[config.mk]
export PLATFORM = sky130hd
export DESIGN_NAME = pan_regs
export DESIGN_NICKNAME = d
export VERILOG_FILES = /design/src/inc/pan_pkg.sv /design/src/verilog/pan_int_pulse.sv /design/src/verilog/pan_regs.sv /design/src/verilog/pan_sync2.sv
export SDC_FILE = /design/constraint.sdc
export NUM_CORES = 1
export LEC_CHECK = 0
export BUFFER_PORTS_ARGS = -buffer_cell sky130_fd_sc_hd__buf_2
export CAP_MARGIN = 20
export CORE_ASPECT_RATIO = 1.4
export CORE_UTILIZATION = 45
export DETAILED_ROUTE_END_ITERATION = 10
export MAX_ROUTING_LAYER = met4
export PLACE_DENSITY = 0.71
export SLEW_MARGIN = 20
export SYNTH_ARGS = -nofsm -noshare
export SYNTH_HDL_FRONTEND = slang
export SYNTH_SLANG_ARGS = --single-unit
export TNS_END_PERCENT = 20
[constraint.sdc]
create_clock -name clk_i -period 5.5 [get_ports clk_i]
set_input_delay 0.55 -clock clk_i [delete_from_list [all_inputs] [get_ports clk_i]]
set_output_delay 0.55 -clock clk_i [all_outputs]
set_load 0.1 [all_outputs]
[src/inc/pan_pkg.sv]
// Purpose: shared constants and types for the autoneg ability register slice
// Assumes: 40 MHz system clock, clause 22 style management frames
// Notes: identity values are parameters of the top module, not held here
package pan_pkg;
  localparam int CLK_NS = 25;
  // register offsets on the management link
  localparam logic [4:0] OFS_ID_LOW = 5'h03;
  localparam logic [4:0] OFS_ADV = 5'h04;
  localparam logic [4:0] OFS_LPA = 5'h05;
  localparam logic [4:0] OFS_GCFG = 5'h10;
  // advertisement word fields
  localparam int ADV_NP = 15;
  localparam int ADV_ACK = 14;
  localparam logic [15:0] ADV_RESET = 16'h01e1;
  localparam logic [15:0] ADV_WMASK = 16'h3fff;
  localparam logic [15:0] LPA_RESET = 16'h0000;
  // global configuration word
  localparam logic [15:0] GCFG_RESET = 16'h0048;
  localparam int GCFG_LED_LSB = 11;
  localparam logic [2:0] GCFG_LED_STRAP = 3'h1;
  localparam logic [15:0] GCFG_WMASK = 16'hffff;
  // reduced interface start fill levels in bits
  localparam logic [4:0] RMII_FILL_HI = 5'h10;
  localparam logic [4:0] RMII_FILL_LO = 5'h04;
  // frame layout
  localparam logic [5:0] PREAMBLE_LEN = 6'h20;
  localparam logic [4:0] ADDR_LAST = 5'h09;
  localparam logic [4:0] DATA_LAST = 5'h0f;
  localparam logic [1:0] OP_RD = 2'h2;
  localparam logic [1:0] OP_WR = 2'h1;
  // interrupt pulse on the data line, a least time
  localparam int INT_PULSE_NS = 200;
  localparam int INT_PULSE_CYC = (INT_PULSE_NS + CLK_NS - 1) / CLK_NS;

  typedef enum logic [2:0] {
    MI_IDLE, MI_START, MI_OP, MI_ADDR, MI_TA, MI_DATA
  } pan_mi_state_type;

  typedef struct packed {
    logic link_detect_disable;
    logic repeater_mode_enable;
    logic [2:0] indicator_select;
    logic rsvd_zero;
    logic multi_register_access;
    logic int_on_mdio;
    logic reduced_if_fill_threshold;
    logic far_end_fault_disable;
    logic auto_polarity_disable;
    logic jabber_disable;
    logic [3:0] tx_level;
  } pan_gcfg_type;

  typedef struct packed {
    logic valid;
    logic [15:0] word;
  } pan_lp_type;

  typedef struct packed {
    logic force_fast_half;
    logic loopback_disable;
    logic [4:0] rmii_fill;
  } pan_mode_type;
endpackage

[src/verilog/pan_int_pulse.sv]
// Purpose: interrupt pulse on the idle management data line
// Assumes: idle_i is high only while no frame is in progress
// Notes: a pending event is dropped while signalling is disabled
`timescale 1ns/10ps
module pan_int_pulse (
  input wire logic clk_i,
  input wire logic rst_b_i,
  input wire logic event_i,
  input wire logic enable_i,
  input wire logic idle_i,
  output logic drive_o
);
  import pan_pkg::*;
  typedef struct packed {
    logic pending;
    logic [7:0] cnt;
  } pan_ip_type;
  pan_ip_type s_reg;
  pan_ip_type s_next;
  logic start;

  // new event wins over the clear at pulse start
  always_comb begin
    start = enable_i && idle_i && s_reg.pending && (s_reg.cnt == 8'h00);
    s_next = s_reg;
    s_next.pending = enable_i && (event_i || (s_reg.pending && !start));
    if (start) begin
      s_next.cnt = 8'(INT_PULSE_CYC);
    end else if (s_reg.cnt != 8'h00) begin
      s_next.cnt = s_reg.cnt - 8'h01;
    end
    if (!rst_b_i) begin
      s_next = '0;
    end
  end

  always_ff @(posedge clk_i) begin
    s_reg <= s_next;
  end

  assign drive_o = (s_reg.cnt != 8'h00);
endmodule

[src/verilog/pan_regs.sv]
// Purpose: per-channel id, advertisement, partner and global config words
// Assumes: management clock and data pins are asynchronous to clk_i
// Notes: unmapped registers are left undriven for other slices
`timescale 1ns/10ps
// Operation
// RQ1: id word read-only: company, part, revision
// RQ2: both ability words shift bit 15 first
// RQ3: acknowledge bit read-only, set on recognition
// RQ4: remote fault bit writable, resets to zero
// RQ5: pause bit writable, resets to zero
// RQ6: four-pair bit writable, resets to zero
// RQ7: fast full duplex bit writable, resets one
// RQ8: fast half duplex bit writable, resets one
// RQ9: slow full duplex bit writable, resets one
// RQ10: slow half duplex bit writable, resets one
// RQ11: selector resets one; reserved bits writable zero
// RQ12: partner word read-only, resets to zero
// RQ13: partner bit 8 follows fast full duplex
// RQ14: partner bit 7 follows fast half duplex
// RQ15: partner slow abilities and selector reflected
// RQ16: global config word fully read/write
// RQ17: repeater mode forces fast half, no loopback
// RQ18: optional interrupt pulse on idle data line
// RQ19: reduced interface starts at 16 or 4
// RQ20: next page held zero, base page only
// RQ21: writes to read-only bits are ignored
module pan_regs #(
  parameter logic [5:0] COMPANY_ID = 6'h2a, // arbitrary value
  parameter logic [5:0] PART_NUMBER = 6'h15, // arbitrary value
  parameter logic [3:0] REVISION = 4'h3 // arbitrary value
) (
  input wire logic clk_i,
  input wire logic rst_b_i,
  input wire logic mdc_i,
  input wire logic mdio_i,
  output logic mdio_o,
  output logic mdio_oe_o,
  input wire logic [4:0] phy_addr_i,
  input wire logic led_strap_i,
  input wire logic an_ack_i,
  input wire logic an_restart_i,
  input wire pan_pkg::pan_lp_type lp_i,
  input wire logic int_event_i,
  output logic [15:0] adv_word_o,
  output pan_pkg::pan_gcfg_type gcfg_o,
  output pan_pkg::pan_mode_type mode_o
);
  import pan_pkg::*;

  typedef struct packed {
    pan_mi_state_type st;
    logic [5:0] pre_cnt;
    logic [4:0] bit_cnt;
    logic [1:0] op;
    logic [9:0] addr;
    logic [15:0] sh;
    logic rd_hit;
    logic mdc_q;
    logic mdio;
    logic oe;
    logic [15:0] adv;
    logic [15:0] lpa;
    pan_gcfg_type gcfg;
    pan_mode_type mode;
  } pan_st_type;

  pan_st_type s_reg;
  pan_st_type s_next;
  logic [7:0] pins_sync;
  logic mdc_s;
  logic mdio_s;
  logic strap_s;
  logic [4:0] phy_s;
  logic mdc_rise;
  logic pulse_drv;
  logic idle;
  logic own_phy;
  logic mapped;
  logic [15:0] id_word;

  // merge written value into writable bits only
  function automatic logic [15:0] wr_merge(
    input logic [15:0] old_v,
    input logic [15:0] new_v,
    input logic [15:0] mask
  );
    wr_merge = (old_v & ~mask) | (new_v & mask);
  endfunction

  // is the register address one this slice owns
  function automatic logic is_mapped(input logic [4:0] ra);
    is_mapped = (ra == OFS_ID_LOW) || (ra == OFS_ADV) ||
                (ra == OFS_LPA) || (ra == OFS_GCFG);
  endfunction

  // management clock, data, strap and address pins pass two flops before any logic sees them
  pan_sync2 #(
    .W(8)
  ) u_sync (
    .clk_i(clk_i),
    .d_i({mdc_i, mdio_i, led_strap_i, phy_addr_i}),
    .q_o(pins_sync)
  );

  assign mdc_s = pins_sync[7];
  assign mdio_s = pins_sync[6];
  assign strap_s = pins_sync[5];
  assign phy_s = pins_sync[4:0];

  // interrupt pulse may only start between frames
  pan_int_pulse u_pulse (
    .clk_i(clk_i),
    .rst_b_i(rst_b_i),
    .event_i(int_event_i),
    .enable_i(s_reg.gcfg.int_on_mdio), // RQ18
    .idle_i(idle),
    .drive_o(pulse_drv)
  );

  // line idle: no frame in progress and nobody pulling low
  assign idle = (s_reg.st == MI_IDLE) && mdio_s && !s_reg.rd_hit;
  assign mdc_rise = mdc_s && !s_reg.mdc_q;
  assign own_phy = (s_reg.addr[9:5] == phy_s);
  assign mapped = is_mapped(s_reg.addr[4:0]);
  assign id_word = {COMPANY_ID, PART_NUMBER, REVISION}; // RQ1

  // frame decoder, register file and autoneg updates
  always_comb begin
    s_next = s_reg;
    s_next.mdc_q = mdc_s;
    if (mdc_rise) begin
      unique case (s_reg.st)
        MI_IDLE: begin
          // a pulse of our own must not count as a start bit
          if (pulse_drv || s_reg.oe) begin
            s_next.pre_cnt = 6'h00;
          end else if (mdio_s) begin
            if (s_reg.pre_cnt != PREAMBLE_LEN) begin
              s_next.pre_cnt = s_reg.pre_cnt + 6'h01;
            end
          end else if (s_reg.pre_cnt == PREAMBLE_LEN) begin
            s_next.st = MI_START;
            s_next.pre_cnt = 6'h00;
          end else begin
            s_next.pre_cnt = 6'h00;
          end
        end
        MI_START: begin
          // second start bit must be one
          s_next.bit_cnt = 5'h00;
          s_next.st = mdio_s ? MI_OP : MI_IDLE;
        end
        MI_OP: begin
          s_next.op = {s_reg.op[0], mdio_s};
          s_next.bit_cnt = s_reg.bit_cnt + 5'h01;
          if (s_reg.bit_cnt != 5'h00) begin
            s_next.st = MI_ADDR;
            s_next.bit_cnt = 5'h00;
          end
        end
        MI_ADDR: begin
          s_next.addr = {s_reg.addr[8:0], mdio_s};
          s_next.bit_cnt = s_reg.bit_cnt + 5'h01;
          if (s_reg.bit_cnt == ADDR_LAST) begin
            s_next.st = MI_TA;
            s_next.bit_cnt = 5'h00;
          end
        end
        MI_TA: begin
          s_next.bit_cnt = s_reg.bit_cnt + 5'h01;
          if (s_reg.bit_cnt == 5'h00) begin
            // decide once the full address is in
            s_next.rd_hit = (s_reg.op == OP_RD) && own_phy && mapped;
            s_next.sh = 16'h0000;
            unique case (s_reg.addr[4:0])
              OFS_ID_LOW: s_next.sh = id_word;
              OFS_ADV: s_next.sh = s_reg.adv;
              OFS_LPA: s_next.sh = s_reg.lpa;
              OFS_GCFG: s_next.sh = s_reg.gcfg;
              default: s_next.sh = 16'h0000;
            endcase
          end else begin
            s_next.st = MI_DATA;
            s_next.bit_cnt = 5'h00;
            if (s_reg.rd_hit) begin
              // first data bit out is bit 15
              s_next.mdio = s_reg.sh[15]; // RQ2
              s_next.sh = {s_reg.sh[14:0], 1'b0};
            end
          end
        end
        MI_DATA: begin
          s_next.bit_cnt = s_reg.bit_cnt + 5'h01;
          if (s_reg.rd_hit) begin
            s_next.mdio = s_reg.sh[15]; // RQ2
            s_next.sh = {s_reg.sh[14:0], 1'b0};
          end else begin
            // writes arrive bit 15 first as well
            s_next.sh = {s_reg.sh[14:0], mdio_s}; // RQ2
          end
          if (s_reg.bit_cnt == DATA_LAST) begin
            s_next.st = MI_IDLE;
            s_next.pre_cnt = 6'h00;
            s_next.rd_hit = 1'b0;
          end
        end
        default: begin
          s_next.st = MI_IDLE;
        end
      endcase
    end

    // pin drive: read data from turnaround on, else interrupt pulse
    if (s_reg.rd_hit && (s_reg.st == MI_TA || s_reg.st == MI_DATA)) begin
      s_next.oe = 1'b1;
      if (s_reg.st == MI_TA && mdc_rise && s_reg.bit_cnt == 5'h00) begin
        s_next.mdio = 1'b0;
      end
    end else if (s_next.rd_hit) begin
      // turnaround second half: drive low
      s_next.oe = 1'b1;
      s_next.mdio = 1'b0;
    end else begin
      s_next.oe = pulse_drv; // RQ18
      s_next.mdio = 1'b0;
    end

    // write completes on the last data bit; read-only bits are kept
    if (mdc_rise && s_reg.st == MI_DATA && s_reg.bit_cnt == DATA_LAST &&
        s_reg.op == OP_WR && own_phy) begin
      unique case (s_reg.addr[4:0])
        OFS_ADV: begin
          // mask keeps next page and acknowledge out of reach
          s_next.adv = wr_merge(s_reg.adv, {s_reg.sh[14:0], mdio_s},
                                ADV_WMASK); // RQ4 RQ5 RQ6 RQ7 RQ8 RQ9 RQ10 RQ11 RQ21
        end
        OFS_GCFG: begin
          s_next.gcfg = wr_merge(s_reg.gcfg, {s_reg.sh[14:0], mdio_s},
                                 GCFG_WMASK); // RQ16
        end
        default: begin
          // identity and partner words ignore writes
          s_next.adv = s_reg.adv; // RQ21
        end
      endcase
    end

    // acknowledge: recognition sets, restart clears, set wins
    if (an_ack_i) begin
      s_next.adv[ADV_ACK] = 1'b1; // RQ3
    end else if (an_restart_i) begin
      s_next.adv[ADV_ACK] = 1'b0;
    end
    s_next.adv[ADV_NP] = 1'b0; // RQ20

    // partner word loads only from the autoneg engine
    if (lp_i.valid) begin
      s_next.lpa = lp_i.word; // RQ12 RQ13 RQ14 RQ15
    end

    // mode outputs follow the config register
    s_next.mode.force_fast_half = s_next.gcfg.repeater_mode_enable; // RQ17
    s_next.mode.loopback_disable = s_next.gcfg.repeater_mode_enable; // RQ17
    s_next.mode.rmii_fill = s_next.gcfg.reduced_if_fill_threshold ?
                            RMII_FILL_HI : RMII_FILL_LO; // RQ19

    // synchronous reset; indicator field loads from the strap pin
    if (!rst_b_i) begin
      s_next = '0;
      s_next.st = MI_IDLE;
      s_next.adv = ADV_RESET; // RQ3 RQ11
      s_next.lpa = LPA_RESET; // RQ12
      s_next.gcfg = GCFG_RESET;
      if (strap_s) begin
        s_next.gcfg.indicator_select = GCFG_LED_STRAP;
      end
      s_next.mode.rmii_fill = RMII_FILL_LO; // RQ19
    end
  end

  always_ff @(posedge clk_i) begin
    s_reg <= s_next;
  end

  // outputs straight from flops
  assign mdio_o = s_reg.mdio;
  assign mdio_oe_o = s_reg.oe;
  assign adv_word_o = s_reg.adv; // RQ20
  assign gcfg_o = s_reg.gcfg;
  assign mode_o = s_reg.mode;
endmodule

[src/verilog/pan_sync2.sv]
// Purpose: two-flop synchroniser for pins entering the clk_i domain
// Assumes: inputs are levels, each bit treated on its own
// Notes: only the second stage may be read outside
`timescale 1ns/10ps
module pan_sync2 #(
  parameter int W = 1
) (
  input wire logic clk_i,
  input wire logic [W-1:0] d_i,
  output logic [W-1:0] q_o
);
  import pan_pkg::*;
  typedef struct packed {
    logic [W-1:0] meta;
    logic [W-1:0] stable;
  } pan_sync_type;
  pan_sync_type s_reg;
  pan_sync_type s_next;

  // first stage feeds only the second; no reset, so a strap sampled
  // while reset is held still reaches the reset branch downstream
  always_comb begin
    s_next.meta = d_i;
    s_next.stable = s_reg.meta;
  end

  always_ff @(posedge clk_i) begin
    s_reg <= s_next;
  end

  assign q_o = s_reg.stable;
endmodule
### After elaboration in Yosys (flattened, before gate mapping)

Index checks and enable logic that the tools add are counted.

| word-level totals | value |
|---|---|
| flip-flop bits (word level) | 123 |
| bits of input ports | 30 |
| output and inout bits | 41 |
| logic and storage cells | 157 |

| operators by class | value |
|---|---|
| add/sub/neg operators | 3 |
| eq/ne operators | 30 |
| mux-type cells | 43 |
| bitwise operators | 2 |
| reductions and logical operators | 49 |

Operators by type and width:

| operator | count |
|---|---|
| $pmux W16 S4 | 1 |
| $mux W15 | 4 |
| $pmux W17 S2 | 1 |
| $mux W16 | 2 |
| $pmux W5 S5 | 1 |
| $mux W21 | 1 |
| $mux W5 | 4 |
| $mux W3 | 6 |
| $mux W6 | 3 |
| $pmux W3 S6 | 1 |
| $logic_and A1 B1 Y1 | 17 |
| $or A15 B14 Y15 | 1 |
| $reduce_and A2 Y1 | 7 |
| $mux W1 | 12 |
| $ne A2 B2 Y1 const B | 6 |
| $pmux W6 S2 | 1 |
| $eq A5 B3 Y1 const B | 2 |
| $eq A5 B4 Y1 const B | 2 |
| $reduce_bool A5 Y1 | 2 |
| $mux W9 | 1 |
| $logic_not A8 Y1 | 1 |
| $mux W4 | 2 |
| $ne A4 B3 Y1 const B | 2 |
| $reduce_and A8 Y1 | 1 |
| other kinds (30) | 46 |

### Longest topological paths before layout

| depth | value |
|---|---|
| depth in word-level cells | 10 |
| depth in mapped cells | 10 |
| mapped depth without buffers | 8 |

### By module

Synthesis repeated with hierarchy kept, for this count alone.

| second synthesis, totals | value |
|---|---|
| cells, all modules | 676 |
| area, all modules | 6,049.6 sq um |

By module, submodules not included:

| module | instances | cells each | area an instance (sq um) | sequential area each (sq um) |
|---|---|---|---|---|
| pan_regs | 1 | 607 | 5,275.1 | 1,911.8 |
| pan_int_pulse | 1 | 53 | 454.2 | 180.2 |
| pan_sync2 | 1 | 16 | 320.3 | 320.3 |

### Least setup slack after synthesis

OpenSTA, ideal clock, no wires.

| timing | value |
|---|---|
| path kind | register to register |
| start | reg s_reg[87] (netlist name) |
| end | reg s_reg[97] (netlist name) |
| data arrival time | 2.034 ns |
| slack | 3.397 ns |
| cell stages (with the launch flop) | 9 |
| path buffers | 0 |
| period minus slack after synthesis | 2.103 ns |
| cell sequence | dfxtp_1 > ha_1 > and3_1 > ha_1 > nand3_1 > a211oi_1 > o311ai_1 > or4_1 > o21ai_1 |

| on the way | value |
|---|---|
| word-level cells in the longest chain between the ends | 3 |

RTL lines:

| element | RTL line | source |
|---|---|---|
| start: declaration | pan_regs.sv:67 | `pan_st_type s_reg;` |
| start signal: assignment | pan_regs.sv:282 | `s_reg <= s_next;` |
| $eq A5 B4 Y1 | pan_regs.sv:201 | `if (s_reg.bit_cnt == DATA_LAST) begin` |
| $ne A2 B2 Y1 (no source line) | -- |  |
| $reduce_and A4 Y1 (no source line) | -- |  |

Every way passes these cells.
A chain may end at the register's enable or synchronous reset.

### Worst setup path after layout

| timing | value |
|---|---|
| start | reg s_reg[100] (netlist name) |
| end | reg s_reg, in the netlist gcfg_o[13], enable pin |

| on the way | value |
|---|---|
| word-level cells in the longest chain between the ends | 7 |

RTL lines:

| element | RTL line | source |
|---|---|---|
| $eq A3 B3 Y1 | pan_regs.sv:229 | `if (mdc_rise && s_reg.st == MI_DATA && s_reg.bit_cnt == DATA_LAST &&` |
| $logic_and A1 B1 Y1 (3 in series) | pan_regs.sv:229 |  |
| $logic_and A1 B1 Y1 | pan_regs.sv:230 | `s_reg.op == OP_WR && own_phy) begin` |
| $ne A2 B1 Y1 (no source line) | -- |  |
| $reduce_and A2 Y1 (no source line) | -- |  |

Every way passes these cells.

==> reports/metrics.yaml <==
status: "completed"
ys_types: 70
max_freq_mhz: 403
hold_viol: 0
synth_warnings: 0
cp-end-kind: "flop"
synth-seq-cells: 119
dp_hpwl_um: 8530
netlist.area_leader.share: 0.417
row_count: 47
num-nets-final: 669
track_usage: 0.209
clkLatencyLatePin_ns: 0.41
cts_max_level: 4
io_pins: 71
dieArea_um2: 12800
viasPerCell: 5.63
avgRoutedWirePerCell_um: 15.7
yosysTopAreaCell: "dfxtp_1"
clockRootBuffer: "clkbuf_16"
finalPower_mw: 2.24
synth_area_leaders: "dfxtp_1 42%, mux2i_1 6.8%, buf_4 5.7%, nand2_1 4.1%, nor2_1 3.6%"
cts_resized: 0
gr-usage-met3: 0.0531
worstSetupPathType: "flop to flop"
vdd_drop_max_uv: 202
syn_area_per_cell_um2: 8.97
worstPathRequired_ns: 5.62
seq_area_frac_synth: 0.433
drc: 0
busiest_layer: "met2"
utilization: 0.518
cts_sinks: 119
core-area_um2: 11900
synthFlopType: "dfxtp_1"
worst_slack_ns: 3.02
die_w_um: 96.0
max_cap_violations: 0
grt_util_met1: 0.219
dp_slack_ns: 3.02
final_layout_size_suffix_gt1_frac: 0.178
slew_headroom: 0.491
die_h_um: 134
grt_max_degree: 83
tightest_slew_ns: 0.763
setup_viol: 0
cp-start-kind: "flop"
cts_buffer_depth: 2
synth-edff-count: 3
hold_path_class: "input pin to flop"
p_per_area_nw_per_um2: 362
synthArstFlopShare: 0
worst_clock_skew_ns: 0.00942
drt_iter0_drc: 230
grt_overflow_total: 0
drv_slew: 0
gp_congestion: 0.835
fin_crit_ns: 2.48
cts_buffers: 17
largest_register_ffs: 60
finalCritPeriodShare: 0.451
wirelength_um: 12400
syn2layout_area_growth_pct: 11.1
tns_ns: 0
post-cts-setup-buffer-count: 0
grt_pass1_vias: 4317
start_util: 0.466
synth_cells: 621
syn-cell-area_um2: 5570
diodes: 0
total_leakage_power_nw: 2.54
portBuffers: 66
met2_usage: 0.356
path_clk_slew_ns: 0.06
cts_tree: "done"
grt_pass1_wl_um: 20100
worstPathMaxFanout: 29
drtPass1Iterations: 6
vias: 4462
cts_hold_buf: 0
rsz0062_at_grt: "false"
antenna_found_initial: 0
cp.arrival_ns: 2.60
ant_nets: 0
[path summary, 6_finish.rpt]
check	slack [ns]	endpoint	startpoint	cells after the start
setup / recovery	3.02	gcfg_o[13]$_SDFFCE_PN0P_	s_reg[100]$_SDFFE_PN0P_	5
hold / removal	0.23	u_sync.s_next[5]$_DFF_P_	led_strap_i	1
setup reg to reg	3.02	gcfg_o[13]$_SDFFCE_PN0P_	s_reg[100]$_SDFFE_PN0P_	5
hold reg to reg	0.32	u_sync.q_o[0]$_DFF_P_	u_sync.s_next[0]$_DFF_P_	0
[layout by cell type (no fill, tap or decap), types with 2 or more instances in the layout]
cell	instances
nand4b_1	3
o211ai_1	10
ha_1	7
nand3b_1	4
or4_1	2
a222oi_1	8
nor2_1	54
buf_2	66
clkbuf_8	3
xnor2_1	8
o31ai_1	3
a21oi_1	26
o21ai_0	29
o211a_1	9
edfxtp_1	3
nor2b_1	8
clkbuf_1	3
a22oi_1	3
or3_1	2
o21bai_1	6
inv_1	10
nor3_1	10
a32o_1	2
a31oi_1	12
o21ai_1	13
mux2i_1	38
nand2b_1	7
conb_1	4
dfxtp_1	116
and3_1	6
clkinv_2	6
nor4b_1	2
buf_4	5
a211oi_1	2
clkbuf_16	17
a22o_1	6
nand2_1	61
nand3_1	31
and2_1	4
[per-layer routing]
layer | wire, um | vias to the layer above
li1 | - | 2183
met1 | 4910 | 2104
met2 | 6510 | 139
met3 | 610 | 36
met4 | 375 | 0
met5 | 0 | -
[power breakdown]
part           internal (mW)  switching (mW)  leakage, nW  total, mW
sequential             0.908          0.0427        0.977      0.951
clock                  0.651           0.374        0.276       1.03
combinational         0.0951           0.170         1.29      0.265
total                   1.65           0.587         2.54       2.24
[Yosys cell counts, drive strengths merged, types with 2 or more instances]
library cell	number
o21ai	42
a222oi	8
or3	2
nor3	11
dfxtp	116
nand2b	7
o211ai	11
o211a	9
edfxtp	3
a211oi	2
xnor2	8
a22o	6
nor3b	2
nor2b	8
or2	3
buf	55
a32o	2
and3	6
nand2	62
o21bai	6
nor2	54
and4bb	2
nor4	3
nor4b	3
a31oi	12
inv	10
nand3	31
clkbuf	27
nand4b	3
or4	2
o311ai	2
a22oi	3
or3b	2
o31ai	4
and2	4
ha	7
mux2i	38
nand4	2
a21oi	26
nand3b	4
[cells by family after synthesis]
group                    Yosys count  share of synthesized area
adder cells (fa/ha/maj)            7                     0.0157
XOR/XNOR                           8                     0.0126
AO/OA/AOI/OAI                    139                      0.169
AND/OR/NAND/NOR                  215                      0.200
other                              1                   0.000674
flip-flops                       119                      0.433
buffers and inverters             93                     0.0980
multiplexers                      39                     0.0703
[worst max-delay path: stages, from the launching register on]
cell	delay [ns]
dfxtp_1	0.57
and4bb_1	0.55
nand4_2	0.22
nor4_2	0.28
buf_4	0.33
nand2b_1	0.22
[area by class of cell]
| cell class | instances | area [um^2] |
|---|---|---|
| clock buffers | 23 | 478 |
| clock inverters | 9 | 76.3 |
| fillers | 1115 | 5750 |
| inverters | 11 | 41.3 |
| multi-input cells | 412 | 2630 |
| flip-flops and latches | 119 | 2410 |
| well taps | 147 | 184 |
| repair buffers | 71 | 368 |
[stage by stage]
step / std cells / hold WS [ns] / instance area [um^2]
after CTS: 792 / 0.218 / 6190
after detailed placement: 760 / 0.312 / 5630
after global placement: 760 / 0.312 / 5630
after global routing: 792 / 0.222 / 6190
after floorplan: 624 / 0.310 / 5580
final: 792 / 0.234 / 6190
Note: power is estimated with default switching activity, not from simulation.
